## src/inc/pcp_pkg.sv

```systemverilog
`default_nettype none
package pcp_pkg;
  // ********************************
  // register map, byte addresses
  // ********************************
  localparam logic [7:0] REG_DATA = 8'h00;
  localparam logic [7:0] REG_STATUS = 8'h04;
  localparam logic [7:0] REG_ALT_STATUS = 8'h08;
  localparam logic [7:0] REG_COMMAND = 8'h0c;
  localparam logic [7:0] REG_CONTROL = 8'h10;
  localparam logic [7:0] REG_TAG_COUNT = 8'h14;
  localparam logic [7:0] REG_ERROR = 8'h18;

  // control register fields and reset values
  localparam int CTRL_NIEN = 0;
  localparam int CTRL_SVC_IE = 1;
  localparam logic CTRL_NIEN_RESET = 1'b0;
  localparam logic CTRL_SVC_IE_RESET = 1'b0;
  // tag and byte count register fields
  localparam int TAG_LSB = 0;
  localparam int COUNT_LSB = 16;

  // command opcodes, values are arbitrary
  localparam logic [7:0] OP_PACKET = 8'h01;
  localparam logic [7:0] OP_SERVICE = 8'h02;
  // command packet length in bytes
  localparam logic [15:0] PKT_BYTES = 16'h000c;

  // ********************************
  // timing
  // ********************************
  localparam int CLK_PERIOD_NS = 100;
  localparam int T_CMD_BUSY_NS = 400;
  // longest time: round down, at least one cycle
  localparam int CMD_BUSY_CYC = (T_CMD_BUSY_NS / CLK_PERIOD_NS < 1) ? 1 :
                                T_CMD_BUSY_NS / CLK_PERIOD_NS;

  // ********************************
  // types
  // ********************************
  typedef enum logic [2:0] {
    ST_IDLE = 3'b000,
    ST_PREP_A = 3'b001,
    ST_RECV_PKT = 3'b010,
    ST_PREP_B = 3'b011,
    ST_READY_INT = 3'b100,
    ST_XFER = 3'b101
  } pcp_state_e;

  // status byte: [7]bsy [6]rel [5]serv [4]drq [3]cd [2]io [1]ipend [0]err
  typedef struct packed {
    logic bsy;
    logic rel;
    logic serv;
    logic drq;
    logic cd;
    logic io;
  } pcp_stat_s;
  localparam pcp_stat_s STAT_RESET = 6'h00;

  // from the device's command engine
  typedef struct packed {
    logic pkt_ready;
    logic blk_ready;
    logic done;
    logic abort;
    logic released;
    logic other_rel;
    logic other_ready;
    logic dir_out;
    logic [7:0] err;
    logic [4:0] tag;
    logic [15:0] byte_cnt;
    logic [15:0] blk_words;
    logic [15:0] rd_data;
  } pcp_be_s;

  // to the device's command engine
  typedef struct packed {
    logic pkt_valid;
    logic wr_valid;
    logic rd_taken;
    logic [15:0] data;
  } pcp_dev_s;
endpackage
`default_nettype wire

```

## src/design/pcp_word_counter.sv

```systemverilog
`timescale 1ns/1ns
`default_nettype none
module pcp_word_counter (
  input wire logic clk,
  input wire logic reset,
  input wire logic load,
  input wire logic [15:0] load_val,
  input wire logic step,
  output logic last,
  output logic [15:0] count
);
  // an empty block is treated as one word so the transfer can still end
  always_ff @(posedge clk) begin
    if (reset) begin
      count <= 16'h0000;
    end else if (load) begin
      count <= (load_val == 16'h0000) ? 16'h0001 : load_val;
    end else if (step && count != 16'h0000) begin
      count <= count - 16'h0001;
    end
  end

  assign last = (count == 16'h0001);
endmodule
`default_nettype wire

```

## src/design/pcp_device.sv

```systemverilog
`timescale 1ns/1ns
`default_nettype none
module pcp_device (
  input wire logic clk,
  input wire logic reset,
  input wire logic [7:0] avs_address,
  input wire logic avs_read,
  input wire logic avs_write,
  input wire logic [3:0] avs_byteenable,
  input wire logic [31:0] avs_writedata,
  output logic [31:0] avs_readdata,
  output logic avs_waitrequest,
  input wire pcp_pkg::pcp_be_s be_in,
  output var pcp_pkg::pcp_dev_s dev_out,
  output logic intrq
);
  import pcp_pkg::*;

  pcp_state_e state;
  pcp_stat_s stat;
  logic ack, go, wen;
  logic nien, svc_ie, ipend, svc_mode;
  logic [7:0] err;
  logic [4:0] tag;
  logic [15:0] byte_cnt;
  logic cmd_wr, pkt_cmd, svc_cmd, stat_rd;
  logic data_wr, data_rd, data_acc;
  logic pb_svc;
  logic pb_blk;
  logic pb_end;
  logic pa_abort;
  logic to_idle;
  logic enter_recv;
  logic enter_pb;
  logic enter_dreq;
  logic cnt_load;
  logic [15:0] cnt_val;
  logic cnt_step;
  logic cnt_last;

  // ********************************
  // bus slave
  // ********************************
  // one wait state: the answer is taken at the second edge of a request
  assign avs_waitrequest = (avs_read | avs_write) & ~ack;
  assign go = (avs_read | avs_write) & ack;
  assign wen = avs_write & avs_byteenable[0];

  always_ff @(posedge clk) begin
    if (reset) begin
      ack <= 1'b0;
    end else begin
      ack <= (avs_read | avs_write) & ~ack;
    end
  end

  assign cmd_wr = go & wen & (avs_address == REG_COMMAND);
  assign pkt_cmd = cmd_wr & (avs_writedata[7:0] == OP_PACKET);
  assign svc_cmd = cmd_wr & (avs_writedata[7:0] == OP_SERVICE);
  assign stat_rd = go & avs_read & (avs_address == REG_STATUS);
  assign data_wr = go & wen & (avs_address == REG_DATA);
  assign data_rd = go & avs_read & (avs_address == REG_DATA);
  assign data_acc = data_wr | data_rd;

  // read data is sampled before the side effects of the same read
  always_ff @(posedge clk) begin
    if (reset) begin
      avs_readdata <= 32'h0000_0000;
    end else if (avs_read && !ack) begin
      unique case (avs_address)
        REG_DATA: avs_readdata <= {16'h0000, be_in.rd_data};
        REG_STATUS, REG_ALT_STATUS: avs_readdata <= {24'h0000_00, stat, ipend, |err};
        REG_CONTROL: avs_readdata <= {30'h0000_0000, svc_ie, nien};
        REG_TAG_COUNT: avs_readdata <= {byte_cnt, 11'h000, tag};
        REG_ERROR: avs_readdata <= {24'h0000_00, err};
        default: avs_readdata <= 32'h0000_0000;
      endcase
    end
  end

  always_ff @(posedge clk) begin
    if (reset) begin
      nien <= CTRL_NIEN_RESET;
      svc_ie <= CTRL_SVC_IE_RESET;
    end else if (go && wen && avs_address == REG_CONTROL) begin
      nien <= avs_writedata[CTRL_NIEN];
      svc_ie <= avs_writedata[CTRL_SVC_IE];
    end
  end

  // ********************************
  // protocol decode
  // ********************************
  // preparing: service command first, then data block, then completion
  assign pb_svc = (state == ST_PREP_B) & svc_ie & svc_cmd;
  assign pb_blk = (state == ST_PREP_B) & ~pb_svc & be_in.blk_ready;
  assign pb_end = (state == ST_PREP_B) & ~pb_svc & ~be_in.blk_ready &
                  (be_in.done | be_in.abort | be_in.released);
  // an invalid queued tag is reported by the engine as an abort
  assign pa_abort = (state == ST_PREP_A) & be_in.abort;
  assign to_idle = pb_end | pa_abort;
  assign enter_recv = (state == ST_PREP_A) & ~be_in.abort & be_in.pkt_ready;
  assign enter_dreq = pb_svc | pb_blk;
  assign enter_pb = ((state == ST_RECV_PKT) & data_wr & cnt_last) |
                    ((state == ST_READY_INT) & stat_rd & svc_mode) |
                    ((state == ST_XFER) & data_acc & cnt_last) |
                    ((state == ST_IDLE) & svc_cmd & stat.serv);

  // ********************************
  // state machine
  // ********************************
  always_ff @(posedge clk) begin
    if (reset) begin
      state <= ST_IDLE;
    end else begin
      unique case (state)
        ST_IDLE: begin
          if (pkt_cmd) begin
            state <= ST_PREP_A;
          end else if (svc_cmd && stat.serv) begin
            state <= ST_PREP_B;
          end
        end
        ST_PREP_A: begin
          if (pa_abort) begin
            state <= ST_IDLE;
          end else if (enter_recv) begin
            state <= ST_RECV_PKT;
          end
        end
        ST_RECV_PKT: begin
          if (data_wr && cnt_last) begin
            state <= ST_PREP_B;
          end
        end
        ST_PREP_B: begin
          if (pb_svc) begin
            state <= ST_READY_INT;
          end else if (pb_blk) begin
            state <= nien ? ST_XFER : ST_READY_INT;
          end else if (pb_end) begin
            state <= ST_IDLE;
          end
        end
        ST_READY_INT: begin
          if (stat_rd) begin
            state <= svc_mode ? ST_PREP_B : ST_XFER;
          end
        end
        ST_XFER: begin
          if (data_acc && cnt_last) begin
            state <= ST_PREP_B;
          end
        end
        default: state <= ST_IDLE;
      endcase
    end
  end

  always_ff @(posedge clk) begin
    if (reset) begin
      svc_mode <= 1'b0;
    end else if (enter_dreq) begin
      svc_mode <= pb_svc;
    end
  end

  // ********************************
  // status flags
  // ********************************
  always_ff @(posedge clk) begin
    if (reset) begin
      stat <= STAT_RESET;
    end else begin
      if (pkt_cmd && state == ST_IDLE) begin
        stat.bsy <= 1'b1;
        stat.drq <= 1'b0;
      end
      if (enter_pb) begin
        stat.bsy <= 1'b1;
        stat.drq <= 1'b0;
        if (state == ST_IDLE) begin
          stat.serv <= 1'b0;
        end
      end
      if (enter_recv) begin
        stat.bsy <= 1'b0;
        stat.drq <= 1'b1;
        stat.cd <= 1'b1;
        stat.io <= 1'b0;
        stat.rel <= 1'b0;
      end
      if (enter_dreq) begin
        stat.bsy <= 1'b0;
        stat.drq <= 1'b1;
        stat.cd <= 1'b0;
        stat.io <= be_in.dir_out;
        stat.rel <= 1'b0;
        stat.serv <= 1'b0;
      end
      if (to_idle) begin
        stat.bsy <= 1'b0;
        stat.drq <= 1'b0;
        stat.cd <= 1'b1;
        stat.io <= 1'b1;
        stat.rel <= pb_end & be_in.released;
        stat.serv <= be_in.other_ready;
      end
    end
  end

  // error bits are loaded on every idle entry, cleared by a new packet
  always_ff @(posedge clk) begin
    if (reset) begin
      err <= 8'h00;
    end else if (to_idle) begin
      err <= be_in.err;
    end else if (pkt_cmd && state == ST_IDLE) begin
      err <= 8'h00;
    end
  end

  always_ff @(posedge clk) begin
    if (reset) begin
      tag <= 5'h00;
      byte_cnt <= 16'h0000;
    end else if (enter_dreq) begin
      tag <= be_in.tag;
      byte_cnt <= be_in.byte_cnt;
    end
  end

  // ********************************
  // interrupt pending
  // ********************************
  // set terms come last so a set in the clearing cycle wins
  always_ff @(posedge clk) begin
    if (reset) begin
      ipend <= 1'b0;
    end else begin
      if ((pkt_cmd && state == ST_IDLE) || enter_pb) begin
        ipend <= 1'b0;
      end
      if (state == ST_READY_INT && stat_rd) begin
        ipend <= 1'b0;
      end
      if (enter_dreq) begin
        ipend <= 1'b1;
      end
      if (to_idle && !nien) begin
        ipend <= 1'b1;
      end
    end
  end

  assign intrq = ipend & ~nien;

  // ********************************
  // packet and data path
  // ********************************
  assign cnt_load = enter_recv | enter_dreq;
  assign cnt_val = enter_recv ? PKT_BYTES : be_in.blk_words;
  assign cnt_step = ((state == ST_RECV_PKT) & data_wr) | ((state == ST_XFER) & data_acc);

  pcp_word_counter u_count (
    .clk(clk),
    .reset(reset),
    .load(cnt_load),
    .load_val(cnt_val),
    .step(cnt_step),
    .last(cnt_last),
    .count()
  );

  // data accesses outside receive and transfer are dropped
  always_ff @(posedge clk) begin
    if (reset) begin
      dev_out <= '0;
    end else begin
      dev_out.pkt_valid <= (state == ST_RECV_PKT) & data_wr;
      dev_out.wr_valid <= (state == ST_XFER) & data_wr;
      dev_out.rd_taken <= (state == ST_XFER) & data_rd;
      if (data_wr) begin
        dev_out.data <= avs_writedata[15:0];
      end
    end
  end

  // ********************************
  // checks
  // ********************************
  localparam int CmdCyc = CMD_BUSY_CYC;
endmodule
`default_nettype wire

```

## config.mk

```make
export PLATFORM = sky130hd
export DESIGN_NAME = pcp_device
export DESIGN_NICKNAME = d
export VERILOG_FILES = /design/src/inc/pcp_pkg.sv /design/src/design/pcp_word_counter.sv /design/src/design/pcp_device.sv
export SDC_FILE = /design/constraint.sdc
export NUM_CORES = 1
export LEC_CHECK = 0
export ABC_AREA = 1
export ABC_CLOCK_PERIOD_IN_PS = 1700
export BUFFER_PORTS_ARGS = -buffer_cell sky130_fd_sc_hd__buf_2
export CORE_ASPECT_RATIO = 0.8
export CORE_MARGIN = 2
export CORE_UTILIZATION = 35
export CTS_CLUSTER_SIZE = 40
export DETAILED_ROUTE_END_ITERATION = 12
export HOLD_SLACK_MARGIN = 0.05
export PLACE_DENSITY = 0.63
export SYNTH_ARGS = -nofsm -noshare
export SYNTH_HDL_FRONTEND = slang
export SYNTH_SLANG_ARGS = --single-unit
```

## constraint.sdc

```tcl
create_clock -name clk -period 1.7 [get_ports clk]
set_clock_uncertainty 0.15 [all_clocks]
set_input_delay 0.34 -clock clk [delete_from_list [all_inputs] [get_ports clk]]
set_output_delay 0.34 -clock clk [all_outputs]
set_load 0.05 [all_outputs]
```

Word-level counts from Yosys, hierarchy flattened --
Cells that the tools add are included.
Storage, ports and cells: register bits 110, latch bits 0, RAM bits 0, memory bits (read-only) 0, input port bits 117, output and inout bits 53, logic and storage cells 154, memories 0
Operators by class: add/subtract/negate cells 1, multipliers 0, divide/modulo/power cells 0, $lt $le $gt $ge 0, equal/unequal tests 20, shift-type cells 0, muxes and demuxes 33, bitwise gates (word level) 48, reduce and logical (&&, ||, !) cells 31
Operator list (number):
- $pmux W32 S5 | 1
- $mux W16 | 4
- $mux W3 | 12
- $and A1 B1 Y1 | 32
- $eq A8 B5 Y1 const B | 3
- $pmux W3 S6 | 1
- $eq A16 B1 Y1 const B | 1
- $eq A8 B4 Y1 const B | 2
- $logic_not A16 Y1 | 1
- $mux W8 | 2
- $reduce_bool A16 Y1 | 1
- $sub A16 B1 Y16 const B | 1
- $or A1 B1 Y1 | 11
- $logic_and A1 B1 Y1 | 10
- $mux W1 | 10
- $mux W5 | 2
- $reduce_bool A3 Y1 | 3
- $eq A8 B1 Y1 const B | 1
- $eq A8 B2 Y1 const B | 1
- $eq A8 B3 Y1 const B | 1
- $logic_not A8 Y1 | 1
- $reduce_bool A4 Y1 | 2
- $reduce_or A8 Y1 | 1
- $eq A3 B2 Y1 const B | 2
- 15 further kinds | 27

Longest topological paths before layout --
depth in word-level cells 14, gate-level depth with buffers 12, mapped depth without buffers 11

By module --
From an unflattened synthesis, not the netlist that was laid out.
Second synthesis, totals: cell total of the unflattened synthesis 819, area, all modules 5490.3 um^2
Modules (own cells, without submodules):
- pcp_device | times used 1, cells each 611, area each 4222.8 um^2, seq. area each 1881.8 um^2
- pcp_word_counter | times used 1, cells each 208, area each 1267.5 um^2, seq. area each 320.3 um^2

Worst setup path after synthesis --
No wires, ideal clock.
path kind input to register, start point in avs_address[5], end point reg u_count.count[0], library setup time 115 ps, data arrival time 1490 ps, data required time 1435 ps, setup slack -55 ps, cell stages on the path 10, buffers on the path 1, cells stage by stage nor2_1 -> nand2_2 -> nor2_4 -> nand4_4 -> o21ai_2 -> buf_6 -> inv_4 -> nand2_1 -> nand3_1 -> and3_1
Between the ends: cells in the longest elaborated chain, start to end 10, elaborated cells between the ends (all ways) 19, classes of those cells eq/ne (1); mux (1); bitwise (14); reduce/logical (3)
Ends and longest elaborated chain:
- start: declaration | RTL line pcp_device.sv:6 | input wire logic [7:0] avs_address,
- $eq A8 B4 Y1 | RTL line pcp_device.sv:57 | assign cmd_wr = go & wen & (avs_address == REG_COMMAND);
- $and A1 B1 Y1 | RTL line pcp_device.sv:57
- $and A1 B1 Y1 | RTL line pcp_device.sv:59 | assign svc_cmd = cmd_wr & (avs_writedata[7:0] == OP_SERVICE);
- $and A1 B1 Y1 | RTL line pcp_device.sv:95 | assign pb_svc = (state == ST_PREP_B) & svc_ie & svc_cmd;
- $not A1 Y1 | RTL line pcp_device.sv:96 | assign pb_blk = (state == ST_PREP_B) & ~pb_svc & be_in.blk_ready;
- $and A1 B1 Y1 (2 in a row) | RTL line pcp_device.sv:96
- $or A1 B1 Y1 | RTL line pcp_device.sv:103 | assign enter_dreq = pb_svc | pb_blk;
- $or A1 B1 Y1 | RTL line pcp_device.sv:261 | assign cnt_load = enter_recv | enter_dreq;
- $mux W16 / $reduce_bool A2 Y1 (equally long branches)
- end signal: assignment | RTL line pcp_word_counter.sv:17 | count <= (load_val == 16'h0000) ? 16'h0001 : load_val;
- end signal: assignment | RTL line pcp_word_counter.sv:19 | count <= count - 16'h0001;
- end: declaration | RTL line pcp_word_counter.sv:10 | output logic [15:0] count
Parallel ways exist; a longest one is shown, timed or not. A chain may end at the register's enable or synchronous reset.

Final worst setup path --
start point reg state[1], end point reg u_count.count[13]
Between the ends: cells in the longest elaborated chain, start to end 9, elaborated cells between the ends (all ways) 22, classes of those cells eq/ne (4); mux (3); bitwise (12); reduce/logical (3)
Ends and longest elaborated chain:
- start: declaration | RTL line pcp_device.sv:19 | pcp_state_e state;
- start signal: assignment | RTL line pcp_device.sv:140 | state <= nien ? ST_XFER : ST_READY_INT;
- start signal: assignment | RTL line pcp_device.sv:147 | state <= svc_mode ? ST_PREP_B : ST_XFER;
- $eq A3 B2 Y1 | RTL line pcp_device.sv:95, pcp_device.sv:96
- $and A1 B1 Y1 (2 in a row) | RTL line pcp_device.sv:95
- $not A1 Y1 | RTL line pcp_device.sv:96
- $and A1 B1 Y1 (2 in a row) | RTL line pcp_device.sv:96
- $or A1 B1 Y1 | RTL line pcp_device.sv:103
- $or A1 B1 Y1 | RTL line pcp_device.sv:261
- $mux W16 / $reduce_bool A2 Y1 (equally long branches)
Parallel ways exist; a longest one is shown, timed or not.

==> impl_metrics.py <==
metrics = {
    "critical_path": {
        "ff2ff_setup_slack_ps": -40,
        "crit_arrival_ps": 1880,
        "kind_of_end_point_of_the_critical_path": "flop",
        "timing.critical_path.from_type": "flop",
        "critical_path.max_stage_delay_ps": 390,
        "critPathMaxFanout": 7,
        "crit_slowest_cell": "sky130_fd_sc_hd__dfxtp_4",
        "crit_path_cell_trace": "inv_2 > nor3_4 > nand3_2 > a21oi_4 > nand2_2 > nand2_4 > clkbuf_16 > o21ai_2 > a21oi_1",
        "ff2ff_path_depth": 9,
        "worstSetupPathType": "reg -> reg",
        "cp.required_ps": 1840,
    },
    "logic_synthesis": {
        "yosysWarnings": 0,
        "synthFlopType": "sky130_fd_sc_hd__dfxtp_1",
        "synth.top_cell.area_share_pct": 42.4,
        "synth_fp_nets": 855,
        "number_of_synthesized_flops_with_an_enable_pin": 0,
        "post_synth.cell_area_avg_um2": 7.06,
        "synthMostInstantiatedCell": "sky130_fd_sc_hd__nand2_1",
        "synth_top_cell_by_area": "sky130_fd_sc_hd__dfxtp_1",
        "seq_area_frac_synth_pct": 42.4,
        "biggest_area_contributors_in_the_synthesized_netlist": "sky130_fd_sc_hd__dfxtp_1, sky130_fd_sc_hd__nand2_1, sky130_fd_sc_hd__a21oi_1, sky130_fd_sc_hd__o21ai_0, sky130_fd_sc_hd__nor2_1",
        "synthTopCellsByCount": "sky130_fd_sc_hd__nand2_1, sky130_fd_sc_hd__dfxtp_1, sky130_fd_sc_hd__a21oi_1",
        "post_synth_inst_count": 735,
        "async_reset_ff_share_pct": 0,
        "yosysUniqueCellTypes": 44,
        "synth-seq-cells": 110,
        "post_synth_instance_area_um2": 5190,
    },
    "pwr": {
        "power.share.switching_pct": 35.3,
        "finalPower_mw": 8.08,
        "internal-power_mw": 5.23,
        "share_comb_of_total_power_pct": 38.5,
        "net_switching_mw": 2.86,
        "pwr-share-clk_pct": 24.8,
        "p_per_area_nw_per_um2": 1070,
        "peakVddDrop_v": 0.000637,
        "seq_power_share_pct": 36.6,
        "static_leak_nw": 3.39,
    },
    "sta": {
        "max_freq_mhz": 575,
        "hold-worst-slack_ps": 70.8,
        "final_hold_viol_count": 0,
        "layout_min_cycle_time_ps": 1740,
        "min_period_over_period_pct": 102,
        "fin_setup_tns_ps": -108,
        "grt_setup_unrepaired": "yes",
        "timing.final.ws_setup_ps": -37.7,
        "slew_worst_pin_ps": 376,
        "finalSetupViolCount": 7,
        "slew-limit-headroom_pct": 75.0,
        "final_max_slew_viols": 0,
    },
    "floorplanning": {
        "die_area_um2": 15800,
        "dieHeight_um": 113,
        "top_level_ports": 170,
        "fp.dieW_um": 140,
        "floorplan_core_area_um2": 14400,
        "rows": 39,
        "initial_utilization_pct": 36.1,
    },
    "cells_and_area": {
        "final-seq-area_um2": 2220,
        "cell_area_after_layout_um2": 7550,
        "final_cells": 1167,
        "fillCellCount": 1395,
        "multi_input_comb_area_um2": 2870,
        "drive_above_1_share_pct": 37.2,
        "final_antenna_diode_count": 0,
        "area_growth_syn_to_layout_pct": 45.4,
        "nNetsFinal": 1099,
        "post_route_core_utilization_pct": 52.4,
    },
    "clock_network": {
        "htree_levels": 3,
        "cts_tree": "yes",
        "cts_inserted_buffers": 9,
        "insertion_delay_of_the_later_clocked_pin_in_the_worst_skew_pair_ps": 350,
        "cts_buffer_depth": 2,
        "clk_transition_reported_paths_ps": 70,
        "cts_root_buf": "sky130_fd_sc_hd__clkbuf_16",
        "clock-sinks": 110,
        "holdBufCountCts": 0,
    },
    "grt": {
        "grt_start_max_net_pins": 57,
        "gr-usage-all-layers_pct": 19.6,
        "grt.overflow.total": 0,
        "antenna_found_initial": 0,
        "grt_pass1_vias": 5477,
        "grt_pass1_wl_um": 25500,
    },
    "drt": {
        "drc": 13,
        "drt_iter0_drc": 278,
        "routed-via-count": 5660,
        "first_pass_iters": 9,
        "number_of_vias_per_cell_after_detailed_routing": 4.85,
        "ant_nets": 0,
        "wl_um": 15700,
        "wire_per_inst_um": 13.5,
    },
    "min_path": {
        "hold-path-cell-count": 3,
        "worstHoldPathType": "in -> reg",
    },
    "run": {
        "max_cap_viol_count": 0,
    },
    "placement": {
        "setup_ws_pre_cts_ps": -367,
        "dpl_cell_area_um2": 6840,
        "io_buffers": 149,
        "final_weighted_congestion_of_routability_driven_global_placement": 0.852,
        "place.detailed.hpwl_um": 11400,
        "place_inst": 1137,
    },
    "run_status": {
        "status": "complete, but fails checks",
        "violations": "design-rule violations, negative setup slack",
    },
}
-- critical path, delay by kind of cell, from the launching register on --
kind	cells	cell delay, ps
compound gates	3	360
buf+inv	2	230
flops	1	390
simple gates	4	540
-- power groups by stage --
stage	Sequential [mW]	Combinational, mW	Clock, mW
2_1_floorplan	3.11	1.47	0
3_3_place_gp	2.97	2.68	0
3_5_place_dp	2.97	2.71	0
4_1_cts	2.93	2.85	2.07
5_1_grt	2.98	3.44	2.19
6_report	2.96	3.12	2.01
-- cells in the final DEF, fill, tap and decap left out, types with 6 or more instances in the layout --
| cell type | instances |
|---|---|
| sky130_fd_sc_hd__dfxtp_1 | 101 |
| sky130_fd_sc_hd__nand3_1 | 31 |
| sky130_fd_sc_hd__nor2_1 | 63 |
| sky130_fd_sc_hd__buf_4 | 104 |
| sky130_fd_sc_hd__o21ai_1 | 15 |
| sky130_fd_sc_hd__nand2_2 | 9 |
| sky130_fd_sc_hd__a21oi_1 | 82 |
| sky130_fd_sc_hd__nor2_4 | 17 |
| sky130_fd_sc_hd__buf_2 | 147 |
| sky130_fd_sc_hd__xnor2_1 | 6 |
| sky130_fd_sc_hd__nor2_2 | 9 |
| sky130_fd_sc_hd__dfxtp_2 | 6 |
| sky130_fd_sc_hd__inv_1 | 44 |
| sky130_fd_sc_hd__xor2_1 | 7 |
| sky130_fd_sc_hd__a21oi_2 | 7 |
| sky130_fd_sc_hd__nand2_1 | 172 |
| sky130_fd_sc_hd__nor3_1 | 9 |
| sky130_fd_sc_hd__buf_6 | 9 |
| sky130_fd_sc_hd__o21ai_0 | 55 |
| sky130_fd_sc_hd__nand4_1 | 11 |
| sky130_fd_sc_hd__clkbuf_16 | 10 |
| sky130_fd_sc_hd__o21ai_2 | 7 |
-- sequential cells by signal, summed over array words and instances, names as in the netlist, 3 cells and up --
signal / count
tag: 5
state: 3
dev_out: 19
u_count.count: 16
avs_readdata: 32
err: 8
stat: 6
byte_cnt: 16
-- layout make-up --
| cell class | instances | share of cell area [%] |
|---|---|---|
| clock buffers | 10 | 3.03 |
| clock inverters | 5 | 0.530 |
| inverters | 52 | 2.70 |
| multi-input cells | 539 | 38.0 |
| flip-flops and latches | 110 | 29.4 |
| well taps | 184 | 3.05 |
| repair buffers | 267 | 23.3 |
-- logic make-up after synthesis --
group	after synthesis	share of synthesized area (%)
simple gates	345	29.3
compound gates	178	17.9
flops	110	42.4
buf+inv	86	7.40
xor+xnor	13	2.19
fa+ha+maj	3	0.723
-- final timing paths --
kind | startpoint | to
worst max-delay path | state[1] | u_count.count[13]
worst max register to register | state[1] | u_count.count[13]
worst min register to register | byte_cnt[7] | avs_readdata[23]
worst min-delay path | be_in[15] | avs_readdata[15]
-- layer usage --
metal	up-vias	track usage, %	wire length (µm)
li1	2908	-	-
met1	2590	25.9	7430
met2	146	31.7	7000
met3	16	6.31	1110
met4	0	4.04	166
met5	-	0	0
-- what timing repair did --
| item | in CTS | in global routing |
|---|---|---|
| setup buffers | 7 | 7 |
| pin swaps | 12 | 33 |
| setup endpoints to repair | 56 | 72 |
| resized for setup | 32 | 78 |
| gates cloned | 0 | 1 |
No activity file was read; power rests on OpenSTA's default activity.
